===== src/dtx_consts.svh =====
// Constants for the data transfer execution block.
`ifndef DTX_CONSTS_SVH
`define DTX_CONSTS_SVH
`define DTX_DATA_W     8
`define DTX_PROG_W     16
`define DTX_PC_W       16
`define DTX_FLAG_Z     0
`define DTX_FLAG_C     1
`define DTX_FLAG_AC    2
`define DTX_FLAG_OV    3
`define DTX_FLAGS_RST  4'h0
`define DTX_WORK_RST   8'h00
`define DTX_PC_RST     16'h0000
`define DTX_HI_MSB     15
`define DTX_HI_LSB     8
`define DTX_OP_NONE    4'h0
`define DTX_OP_MOVAI   4'h1
`define DTX_OP_MOVMA   4'h2
`define DTX_OP_MOVAM   4'h3
`define DTX_OP_MOVAIO  4'h4
`define DTX_OP_MOVIOA  4'h5
`define DTX_OP_NMOVMA  4'h6
`define DTX_OP_NMOVAM  4'h7
`define DTX_OP_LDTABH  4'h8
`define DTX_OP_ADD     4'h9
`define DTX_OP_SUB     4'hA
`endif


===== src/dtx_pkg.sv =====
// Types shared by the data transfer execution block.
package dtx_pkg;
  typedef enum logic [1:0] {
    DTX_IDLE,
    DTX_TAB_PTR,
    DTX_TAB_FETCH
  } dtx_state_e;
  typedef logic [3:0] dtx_op_t;
endpackage : dtx_pkg


===== src/dtx_exec.sv =====
// Execution core for the data transfer instruction group.
`include "dtx_consts.svh"

// Contract
// RULE1 - Zero flag set when updating result zero
// RULE2 - Carry on add carry or subtract borrow
// RULE3 - Half carry on carry from low nibble
// RULE4 - Overflow when signed result unrepresentable
// RULE5 - Immediate load leaves all flags untouched
// RULE6 - Store to memory leaves flags untouched
// RULE7 - Memory load updates only zero flag
// RULE8 - IO load updates only zero flag
// RULE9 - IO write leaves flags untouched
// RULE10 - Negating store writes negation, keeps flags
// RULE11 - Negating load negates, updates zero only
// RULE12 - High table load takes bits 15..8, two cycles
// RULE13 - Pointer is low and high data bytes
// RULE14 - Separate program counter per processing unit
// RULE15 - High table load leaves flags unchanged
// RULE16 - Eight-bit data, negation wraps modulo 256
module dtx_exec
  import dtx_pkg::*;
#(
  parameter int DATA_W = `DTX_DATA_W,
  parameter int PROG_W = `DTX_PROG_W,
  parameter int PC_W   = `DTX_PC_W
) (
  input  wire logic              CLOCK,
  input  wire logic              NRST,
  input  wire logic              OP_VALID,
  input  wire logic [3:0]        OP_CODE,
  input  wire logic              OP_UNIT,
  input  wire logic [DATA_W-1:0] OP_IMM,
  input  wire logic [7:0]        OP_ADDR,
  input  wire logic [DATA_W-1:0] MEM_RDATA,
  input  wire logic [DATA_W-1:0] IO_RDATA,
  input  wire logic [PROG_W-1:0] PROG_RDATA,
  input  wire logic              UNIT0_PC_LOAD,
  input  wire logic              UNIT1_PC_LOAD,
  input  wire logic [PC_W-1:0]   PC_LOAD_VALUE,
  output logic [7:0]             MEM_ADDR,
  output logic                   MEM_WE,
  output logic [DATA_W-1:0]      MEM_WDATA,
  output logic [7:0]             IO_ADDR,
  output logic                   IO_WE,
  output logic [DATA_W-1:0]      IO_WDATA,
  output logic [PC_W-1:0]        PROG_ADDR,
  output logic [DATA_W-1:0]      WORK_REGISTER,
  output logic                   ZERO_FLAG,
  output logic                   CARRY_FLAG,
  output logic                   HALF_CARRY_FLAG,
  output logic                   SIGNED_OVERFLOW_FLAG,
  output logic [PC_W-1:0]        UNIT0_PROGRAM_COUNTER,
  output logic [PC_W-1:0]        UNIT1_PROGRAM_COUNTER,
  output logic                   BUSY
);

  // ----------------------------------------------------------------
  // Helpers
  // ----------------------------------------------------------------
  function automatic logic [DATA_W-1:0] neg8(input logic [DATA_W-1:0] v);
    neg8 = DATA_W'(~v + 1'b1); // see RULE16
  endfunction : neg8

  function automatic logic is_zero(input logic [DATA_W-1:0] v);
    is_zero = (v == '0); // see RULE1
  endfunction : is_zero

  // ----------------------------------------------------------------
  // State
  // ----------------------------------------------------------------
  dtx_state_e            state_r, state_nxt;
  logic [DATA_W-1:0]     work_r, work_nxt;
  logic [3:0]            flags_r, flags_nxt;
  logic [PC_W-1:0]       pc_r [2];
  logic [PC_W-1:0]       pc_nxt [2];
  logic [7:0]            mem_addr_r, mem_addr_nxt;
  logic                  mem_we_r, mem_we_nxt;
  logic [DATA_W-1:0]     mem_wdata_r, mem_wdata_nxt;
  logic [7:0]            io_addr_r, io_addr_nxt;
  logic                  io_we_r, io_we_nxt;
  logic [DATA_W-1:0]     io_wdata_r, io_wdata_nxt;
  logic [PC_W-1:0]       prog_addr_r, prog_addr_nxt;
  logic [DATA_W-1:0]     ptr_lo_r, ptr_lo_nxt;
  logic                  unit_r, unit_nxt;
  logic                  busy_r, busy_nxt;
  logic [DATA_W:0]       sum_w;
  logic [4:0]            nib_w;

  always_comb begin
    state_nxt     = state_r;
    work_nxt      = work_r;
    flags_nxt     = flags_r;
    mem_addr_nxt  = mem_addr_r;
    mem_we_nxt    = 1'b0;
    mem_wdata_nxt = mem_wdata_r;
    io_addr_nxt   = io_addr_r;
    io_we_nxt     = 1'b0;
    io_wdata_nxt  = io_wdata_r;
    prog_addr_nxt = prog_addr_r;
    ptr_lo_nxt    = ptr_lo_r;
    unit_nxt      = unit_r;
    sum_w         = '0;
    nib_w         = '0;
    for (int u = 0; u < 2; u++) begin
      pc_nxt[u] = pc_r[u];
    end
    if (UNIT0_PC_LOAD) begin
      pc_nxt[0] = PC_LOAD_VALUE; // see RULE14
    end
    if (UNIT1_PC_LOAD) begin
      pc_nxt[1] = PC_LOAD_VALUE; // see RULE14
    end
    case (state_r)
      DTX_IDLE: begin
        if (OP_VALID) begin
          // Each accepted instruction advances only its issuing unit, at issue, unless that unit's PC is loaded in the same cycle.
          if (!(OP_UNIT ? UNIT1_PC_LOAD : UNIT0_PC_LOAD)) begin
            pc_nxt[OP_UNIT] = PC_W'(pc_r[OP_UNIT] + 1'b1); // see RULE14
          end
          case (OP_CODE)
            `DTX_OP_MOVAI: begin
              work_nxt = OP_IMM; // see RULE5
            end
            `DTX_OP_MOVMA: begin
              mem_addr_nxt  = OP_ADDR;
              mem_we_nxt    = 1'b1;
              mem_wdata_nxt = work_r; // see RULE6
            end
            `DTX_OP_MOVAM: begin
              work_nxt = MEM_RDATA;
              flags_nxt[`DTX_FLAG_Z] = is_zero(MEM_RDATA); // see RULE7
            end
            `DTX_OP_MOVAIO: begin
              work_nxt = IO_RDATA;
              flags_nxt[`DTX_FLAG_Z] = is_zero(IO_RDATA); // see RULE8
            end
            `DTX_OP_MOVIOA: begin
              io_addr_nxt  = OP_ADDR;
              io_we_nxt    = 1'b1;
              io_wdata_nxt = work_r; // see RULE9
            end
            `DTX_OP_NMOVMA: begin
              mem_addr_nxt  = OP_ADDR;
              mem_we_nxt    = 1'b1;
              mem_wdata_nxt = neg8(work_r); // see RULE10
            end
            `DTX_OP_NMOVAM: begin
              work_nxt = neg8(MEM_RDATA);
              flags_nxt[`DTX_FLAG_Z] = is_zero(neg8(MEM_RDATA)); // see RULE11
            end
            `DTX_OP_LDTABH: begin
              // The pointer low byte sits at the word address, its high byte just above.
              ptr_lo_nxt   = MEM_RDATA; // see RULE13
              mem_addr_nxt = 8'(OP_ADDR + 1'b1);
              unit_nxt     = OP_UNIT;
              state_nxt    = DTX_TAB_PTR;
            end
            `DTX_OP_ADD: begin
              sum_w = {1'b0, work_r} + {1'b0, MEM_RDATA};
              nib_w = {1'b0, work_r[3:0]} + {1'b0, MEM_RDATA[3:0]};
              work_nxt = sum_w[DATA_W-1:0];
              flags_nxt[`DTX_FLAG_Z]  = is_zero(sum_w[DATA_W-1:0]); // see RULE1
              flags_nxt[`DTX_FLAG_C]  = sum_w[DATA_W]; // see RULE2
              flags_nxt[`DTX_FLAG_AC] = nib_w[4]; // see RULE3
              flags_nxt[`DTX_FLAG_OV] = (work_r[DATA_W-1] == MEM_RDATA[DATA_W-1]) &&
                  (sum_w[DATA_W-1] != work_r[DATA_W-1]); // see RULE4
            end
            `DTX_OP_SUB: begin
              sum_w = {1'b0, work_r} - {1'b0, MEM_RDATA};
              nib_w = {1'b0, work_r[3:0]} - {1'b0, MEM_RDATA[3:0]};
              work_nxt = sum_w[DATA_W-1:0];
              flags_nxt[`DTX_FLAG_Z]  = is_zero(sum_w[DATA_W-1:0]); // see RULE1
              flags_nxt[`DTX_FLAG_C]  = sum_w[DATA_W]; // see RULE2
              flags_nxt[`DTX_FLAG_AC] = nib_w[4]; // see RULE3
              flags_nxt[`DTX_FLAG_OV] = (work_r[DATA_W-1] != MEM_RDATA[DATA_W-1]) &&
                  (sum_w[DATA_W-1] != work_r[DATA_W-1]); // see RULE4
            end
            default: begin
            end
          endcase
        end
      end
      DTX_TAB_PTR: begin
        prog_addr_nxt = PC_W'({MEM_RDATA, ptr_lo_r}); // see RULE13
        state_nxt     = DTX_TAB_FETCH;
      end
      DTX_TAB_FETCH: begin
        // Flags are left alone on purpose: the table read is a pure move.
        work_nxt  = PROG_RDATA[`DTX_HI_MSB:`DTX_HI_LSB]; // see RULE12, RULE15
        state_nxt = DTX_IDLE;
      end
      default: begin
        state_nxt = DTX_IDLE;
      end
    endcase
    // Busy is registered from the next state so the port comes straight from a flop.
    busy_nxt = (state_nxt != DTX_IDLE);
  end

  always_ff @(posedge CLOCK) begin
    if (!NRST) begin
      state_r     <= DTX_IDLE;
      work_r      <= `DTX_WORK_RST;
      flags_r     <= `DTX_FLAGS_RST;
      mem_addr_r  <= 8'h00;
      mem_we_r    <= 1'b0;
      mem_wdata_r <= 8'h00;
      io_addr_r   <= 8'h00;
      io_we_r     <= 1'b0;
      io_wdata_r  <= 8'h00;
      prog_addr_r <= `DTX_PC_RST;
      ptr_lo_r    <= 8'h00;
      unit_r      <= 1'b0;
      busy_r      <= 1'b0;
      pc_r[0]     <= `DTX_PC_RST;
      pc_r[1]     <= `DTX_PC_RST;
    end else begin
      state_r     <= state_nxt;
      work_r      <= work_nxt;
      flags_r     <= flags_nxt;
      mem_addr_r  <= mem_addr_nxt;
      mem_we_r    <= mem_we_nxt;
      mem_wdata_r <= mem_wdata_nxt;
      io_addr_r   <= io_addr_nxt;
      io_we_r     <= io_we_nxt;
      io_wdata_r  <= io_wdata_nxt;
      prog_addr_r <= prog_addr_nxt;
      ptr_lo_r    <= ptr_lo_nxt;
      unit_r      <= unit_nxt;
      busy_r      <= busy_nxt;
      pc_r[0]     <= pc_nxt[0];
      pc_r[1]     <= pc_nxt[1];
    end
  end

  // ----------------------------------------------------------------
  // Outputs
  // ----------------------------------------------------------------
  assign MEM_ADDR              = mem_addr_r;
  assign MEM_WE                = mem_we_r;
  assign MEM_WDATA             = mem_wdata_r;
  assign IO_ADDR               = io_addr_r;
  assign IO_WE                 = io_we_r;
  assign IO_WDATA              = io_wdata_r;
  assign PROG_ADDR             = prog_addr_r;
  assign WORK_REGISTER         = work_r;
  assign ZERO_FLAG             = flags_r[`DTX_FLAG_Z];
  assign CARRY_FLAG            = flags_r[`DTX_FLAG_C];
  assign HALF_CARRY_FLAG       = flags_r[`DTX_FLAG_AC];
  assign SIGNED_OVERFLOW_FLAG  = flags_r[`DTX_FLAG_OV];
  assign UNIT0_PROGRAM_COUNTER = pc_r[0];
  assign UNIT1_PROGRAM_COUNTER = pc_r[1];
  // Busy covers the extra cycles of the table load; new ops are ignored then.
  assign BUSY                  = busy_r;

endmodule : dtx_exec


===== config.mk =====
export PLATFORM = sky130hd
export DESIGN_NAME = dtx_exec
export DESIGN_NICKNAME = d
export VERILOG_FILES = /design/src/dtx_pkg.sv /design/src/dtx_exec.sv
export VERILOG_INCLUDE_DIRS = /design/src /design/src/src
export SDC_FILE = /design/constraint.sdc
export NUM_CORES = 1
export LEC_CHECK = 0
export BUFFER_PORTS_ARGS = -buffer_cell sky130_fd_sc_hd__buf_2
export CAP_MARGIN = 20
export CORE_MARGIN = 2
export CORE_UTILIZATION = 40
export CTS_CLUSTER_SIZE = 12
export DETAILED_ROUTE_END_ITERATION = 10
export SETUP_SLACK_MARGIN = 0.05
export SLEW_MARGIN = 20
export SYNTH_ARGS = -nofsm -noshare
export SYNTH_HDL_FRONTEND = slang
export SYNTH_SLANG_ARGS = --single-unit

===== constraint.sdc =====
create_clock -name CLOCK -period 4.54 [get_ports CLOCK]
set_input_delay 0.454 -clock CLOCK [delete_from_list [all_inputs] [get_ports CLOCK]]
set_output_delay 0.454 -clock CLOCK [all_outputs]
set_load 0.1 [all_outputs]

After elaboration in Yosys (flattened, before gate mapping)
Memories as Yosys holds them, arrays and structs flattened. Cells that the tools add are included.

Register bits after elaboration: 73. Bits in writable memories: 32. Input bits: 74. Output and inout bits: 95. Word-level logic and storage cells: 96. Memories kept: 1.

Memories: pc_r (depth 2, bits a word 16, read ports 3, clocked after Yosys merged registers in 0, wr ports 2, RTL line dtx_exec.sv:75) `logic [PC_W-1:0] pc_r [2];`.

Add/sub/neg operators: 8. $lt $le $gt $ge: 2. Equal/unequal tests: 18. Multiplexer cells: 25. Bitwise operators: 5. Reduce and logical (&&, ||, !) cells: 24.

Operators by type and width (number): $mux 32 (3); $mux 16 (5); $pmux 8 s2 (3); $pmux 8 s6 (1); $logic_not 8->1 (5); $bwmux 32 (1); $add 8x1->8 const B (3); $reduce_and 3->1 (8); $add 16x1->16 const B (1); $demux 16 s1 (1); $eq 4x3->1 const B (4); $not 8->8 (2); $eq 4x4->1 const B (3); $reduce_bool 2->1 (5); $add 8x8->9 (1); $sub 8x8->9 (1); $eq 4x2->1 const B (2); $mux 8 (1); $ne 7x1->1 const B (1); $pmux 3 s2 (1); $add 4x4->5 (1); $mux 1 (5); $pmux 1 s5 (1); $reduce_bool 5->1 (1); 16 further kinds (22).

Longest topological paths before layout
Depth in word-level cells: 10. Depth in mapped cells: 12. Mapped depth without buffers: 10.

Least setup slack after synthesis
Ideal clock, no wire load.

Path type: reg2reg. From: register work_r[1], in the netlist WORK_REGISTER[1]. To: register flags_r[0]. Library setup time: 0.086 ns. Arrival: 3.333 ns. Data required time: 4.454 ns. Setup slack: 1.121 ns. Cell stages (with the launch flop): 10. Path buffers: 0. Clock period less this slack: 3.419 ns. Cell sequence: dfxtp_1 > inv_1 > fa_1 > or2_1 > a221oi_1 > mux2i_1 > a21o_1 > a2111oi_4 > o21ai_2 > a221oi_2.

Longest elaborated chain between the ends: 3. Elaborated cells between the ends (all ways): 5. Those cells by class: add/sub: 2; mux: 1; reduce/logical: 2.

RTL lines: start: declaration (RTL line dtx_exec.sv:73) `logic [DATA_W-1:0] work_r, work_nxt;`; start signal: assignment (RTL line dtx_exec.sv:204) `` work_r <= `DTX_WORK_RST; ``; start signal: assignment (RTL line dtx_exec.sv:220) `work_r <= work_nxt;`; $sub 8x8->9 or $add 8x8->9 (tied branches) (RTL line dtx_exec.sv:170, dtx_exec.sv:160); $logic_not 8->1 (RTL line dtx_exec.sv:66) `is_zero = (v == '0);`; $pmux 1 s5 (*) (RTL line dtx_exec.sv:121) `case (OP_CODE)`; end signal: assignment (RTL line dtx_exec.sv:205) `` flags_r <= `DTX_FLAGS_RST; ``; end signal: assignment (RTL line dtx_exec.sv:221) `flags_r <= flags_nxt;`; end: declaration (RTL line dtx_exec.sv:74) `logic [3:0] flags_r, flags_nxt;`.

Every way passes the cells marked *; elsewhere a longest branch is shown, timed or not. A chain may end at the register's enable or synchronous reset.

Final worst setup path
From: register work_r[0], in the netlist WORK_REGISTER[0]. To: register flags_r[0].

Same word-level chain as after synthesis.

==> results.json <==
{
  "cellLeakagePower_nw": 3.084,
  "drt_wl_total_um": 20300,
  "pin_count": 169,
  "post-route-util_pct": 48.34,
  "route.detailed.drc": 0,
  "setup_ws_ns": 1.566,
  "multiInputGateArea_um2": 3993,
  "end_kind": "flip-flop",
  "syn_area_per_cell_um2": 7.619,
  "cp_max_fo": 6,
  "yosys_most_used_dff": "dfxtp_1",
  "outcome": "complete, no violations",
  "fin_area_um2": 7624,
  "fin_skew_ns": 0.01410,
  "cts_buffers": 9,
  "antenna_found_initial": 0,
  "tightestPinTransition_ns": 1.013,
  "die_w_um": 130.6,
  "min_period_ns": 2.974,
  "hp-class": "input port to flip-flop",
  "clock.fmax_ghz": 0.3362,
  "synthMostInstantiatedCell": "nand2_1",
  "netlist_area_um2": 6407,
  "instances_no_fill": 1189,
  "finalHoldViolCount": 0,
  "die_area_um2": 17050,
  "grtUsageTotal_pct": 23.41,
  "area_delta_synth_final_pct": 18.98,
  "arrival_ns": 3.25,
  "grt_overflow_total": 0,
  "power.density_nw_per_um2": 327.9,
  "yosysWarnings": 0,
  "core_um2": 15770,
  "critPathKind": "flip-flop to flip-flop",
  "slew_headroom_pct": 32.12,
  "grt_pass1_vias": 5794,
  "synth_seq_cells": 105,
  "post_cts_resized": 0,
  "peakVddDrop_v": 0.0001891,
  "synth_top_area_share_pct": 32.81,
  "holdBufCountCts": 0,
  "syn_nets": 942,
  "place_congestion": 0.9839,
  "seq_area_um2": 2102,
  "clock-sinks": 105,
  "cts_max_path_buffers": 2,
  "path_clk_slew_ns": 0.08,
  "hold_slack_ns": 0.3512,
  "placed_area_um2": 7310,
  "viasPerCell": 5.400,
  "ant_nets": 0,
  "cts.htree.levels": 3,
  "nNetsFinal": 1070,
  "final_max_slew_viol_count": 0,
  "num_antenna_cells": 0,
  "numPortBuffers": 160,
  "power.total_mw": 2.500,
  "grt_pass1_wl_um": 31240,
  "reg2regPathDepth": 10,
  "worstPathRequired_ns": 4.81,
  "grt_max_degree": 61,
  "cts_setup_buffers": 0,
  "drtIter0Drc": 527,
  "clk_latency_ns": 0.35,
  "vias": 6421,
  "finalCritPeriodShare_pct": 65.51,
  "synth_top_cell_by_area": "dfxtp_1",
  "synthArstFlopShare_pct": 0,
  "synth-edff-count": 0,
  "num_rows": 46,
  "hpwl_um": 15140,
  "placed_cells": 1174,
  "wl_per_cell_um": 17.07,
  "root_buffer": "clkbuf_16",
  "totalNegativeSetupSlack_ns": 0,
  "final.fill_count": 1645,
  "cp-start-kind": "flip-flop",
  "initial_core_util_pct": 40.63,
  "grt_setup_unrepaired": "no",
  "first_pass_iters": 5,
  "fp.dieH_um": 130.6,
  "ys_top_cells_by_area": "dfxtp_1, nand2_1, a21oi_1",
  "pre_cts_slack_ns": 1.402,
  "final-setup-viol-count": 0,
  "cts_tree": "done",
  "synth_cells": 841,
  "layout-drive-gt1-share_pct": 21.38,
  "synthTopCellsByCount": "nand2_1, dfxtp_1, a21oi_1, nor2_1, o21ai_0",
  "ys_seq_area_share_pct": 32.81,
  "synth.distinct_cells": 75,
  "drv_cap": 0,
  "worstHoldPathCells": 3
}
[path summary, 6_finish.rpt]
path / start / to / slack [ns]
max reg2reg: WORK_REGISTER[0] / flags_r[0] / 1.57
min: PC_LOAD_VALUE[0] / pc_r[1][0] / 0.35
min reg2reg: PROG_ADDR[1] / PROG_ADDR[1] / 0.45
max: WORK_REGISTER[0] / flags_r[0] / 1.57
[area by class of cell]
cell class                 count  area share, %
sequential                   105          27.57
clock inverter                 6          1.132
multi-input combinational    660          52.37
clock buffer                   9          2.954
timing repair buffer         166          11.09
tap                          216          3.545
inverter                      27          1.329
[registers in the layout (all words and copies together) (netlist names)]
signal         cells
MEM_WE             1
MEM_ADDR           8
ptr_lo_r           8
IO_WE              1
IO_ADDR            8
BUSY               1
flags_r            4
IO_WDATA           8
MEM_WDATA          8
pc_r              32
state_r            2
WORK_REGISTER      8
PROG_ADDR         16
[report_power, final]
part | total (mW) | internal (mW) | switching (mW)
Clock | 0.826 | 0.441 | 0.385
Combinational | 0.676 | 0.173 | 0.504
Sequential | 0.998 | 0.955 | 0.0427
[worst max-delay path, stage by stage (launching register included)]
cell and delay, ns:
dfxtp_1 0.48, ha_1 0.24, inv_1 0.06, fa_1 0.43
or2_1 0.26, a221oi_1 0.38, mux2i_1 0.16, a21o_1 0.20
a2111oi_4 0.34, o21ai_2 0.11, a221oi_2 0.23
[cell usage in the layout (no fill, tap or decap), types with 25 or more instances in the layout]
| cell type | count |
|---|---|
| ha_1 | 25 |
| a211oi_1 | 27 |
| nand2_1 | 135 |
| xor2_1 | 25 |
| dfxtp_1 | 105 |
| o21ai_0 | 47 |
| buf_2 | 160 |
| nand3_1 | 33 |
| a21oi_1 | 80 |
| nor2_1 | 80 |
[logic make-up (layout without fill, tap and decap cells)]
logic type	after synthesis	after routing	synth area share [%]
AO/OA/AOI/OAI	229	229	23.00
XOR/XNOR	48	48	6.561
adder cells (fa/ha/maj)	27	27	5.507
buffers and inverters	76	208	5.077
flip-flops	105	105	32.81
multiplexers	9	9	1.640
AND/OR/NAND/NOR	347	347	25.41
[routing by layer]
| layer | vias up | track usage (%) | share of wire, % | wire length [um] |
|---|---|---|---|---|
| met5 | - | 0 | 0 | 0 |
| met4 | 0 | 6.884 | 1.5 | 295 |
| met3 | 23 | 4.479 | 6.5 | 1320 |
| met2 | 230 | 36.86 | 45 | 9173 |
| met1 | 2927 | 32.67 | 47 | 9512 |
| li1 | 3241 | - | - | - |
Power figures use the tool's default switching activity.
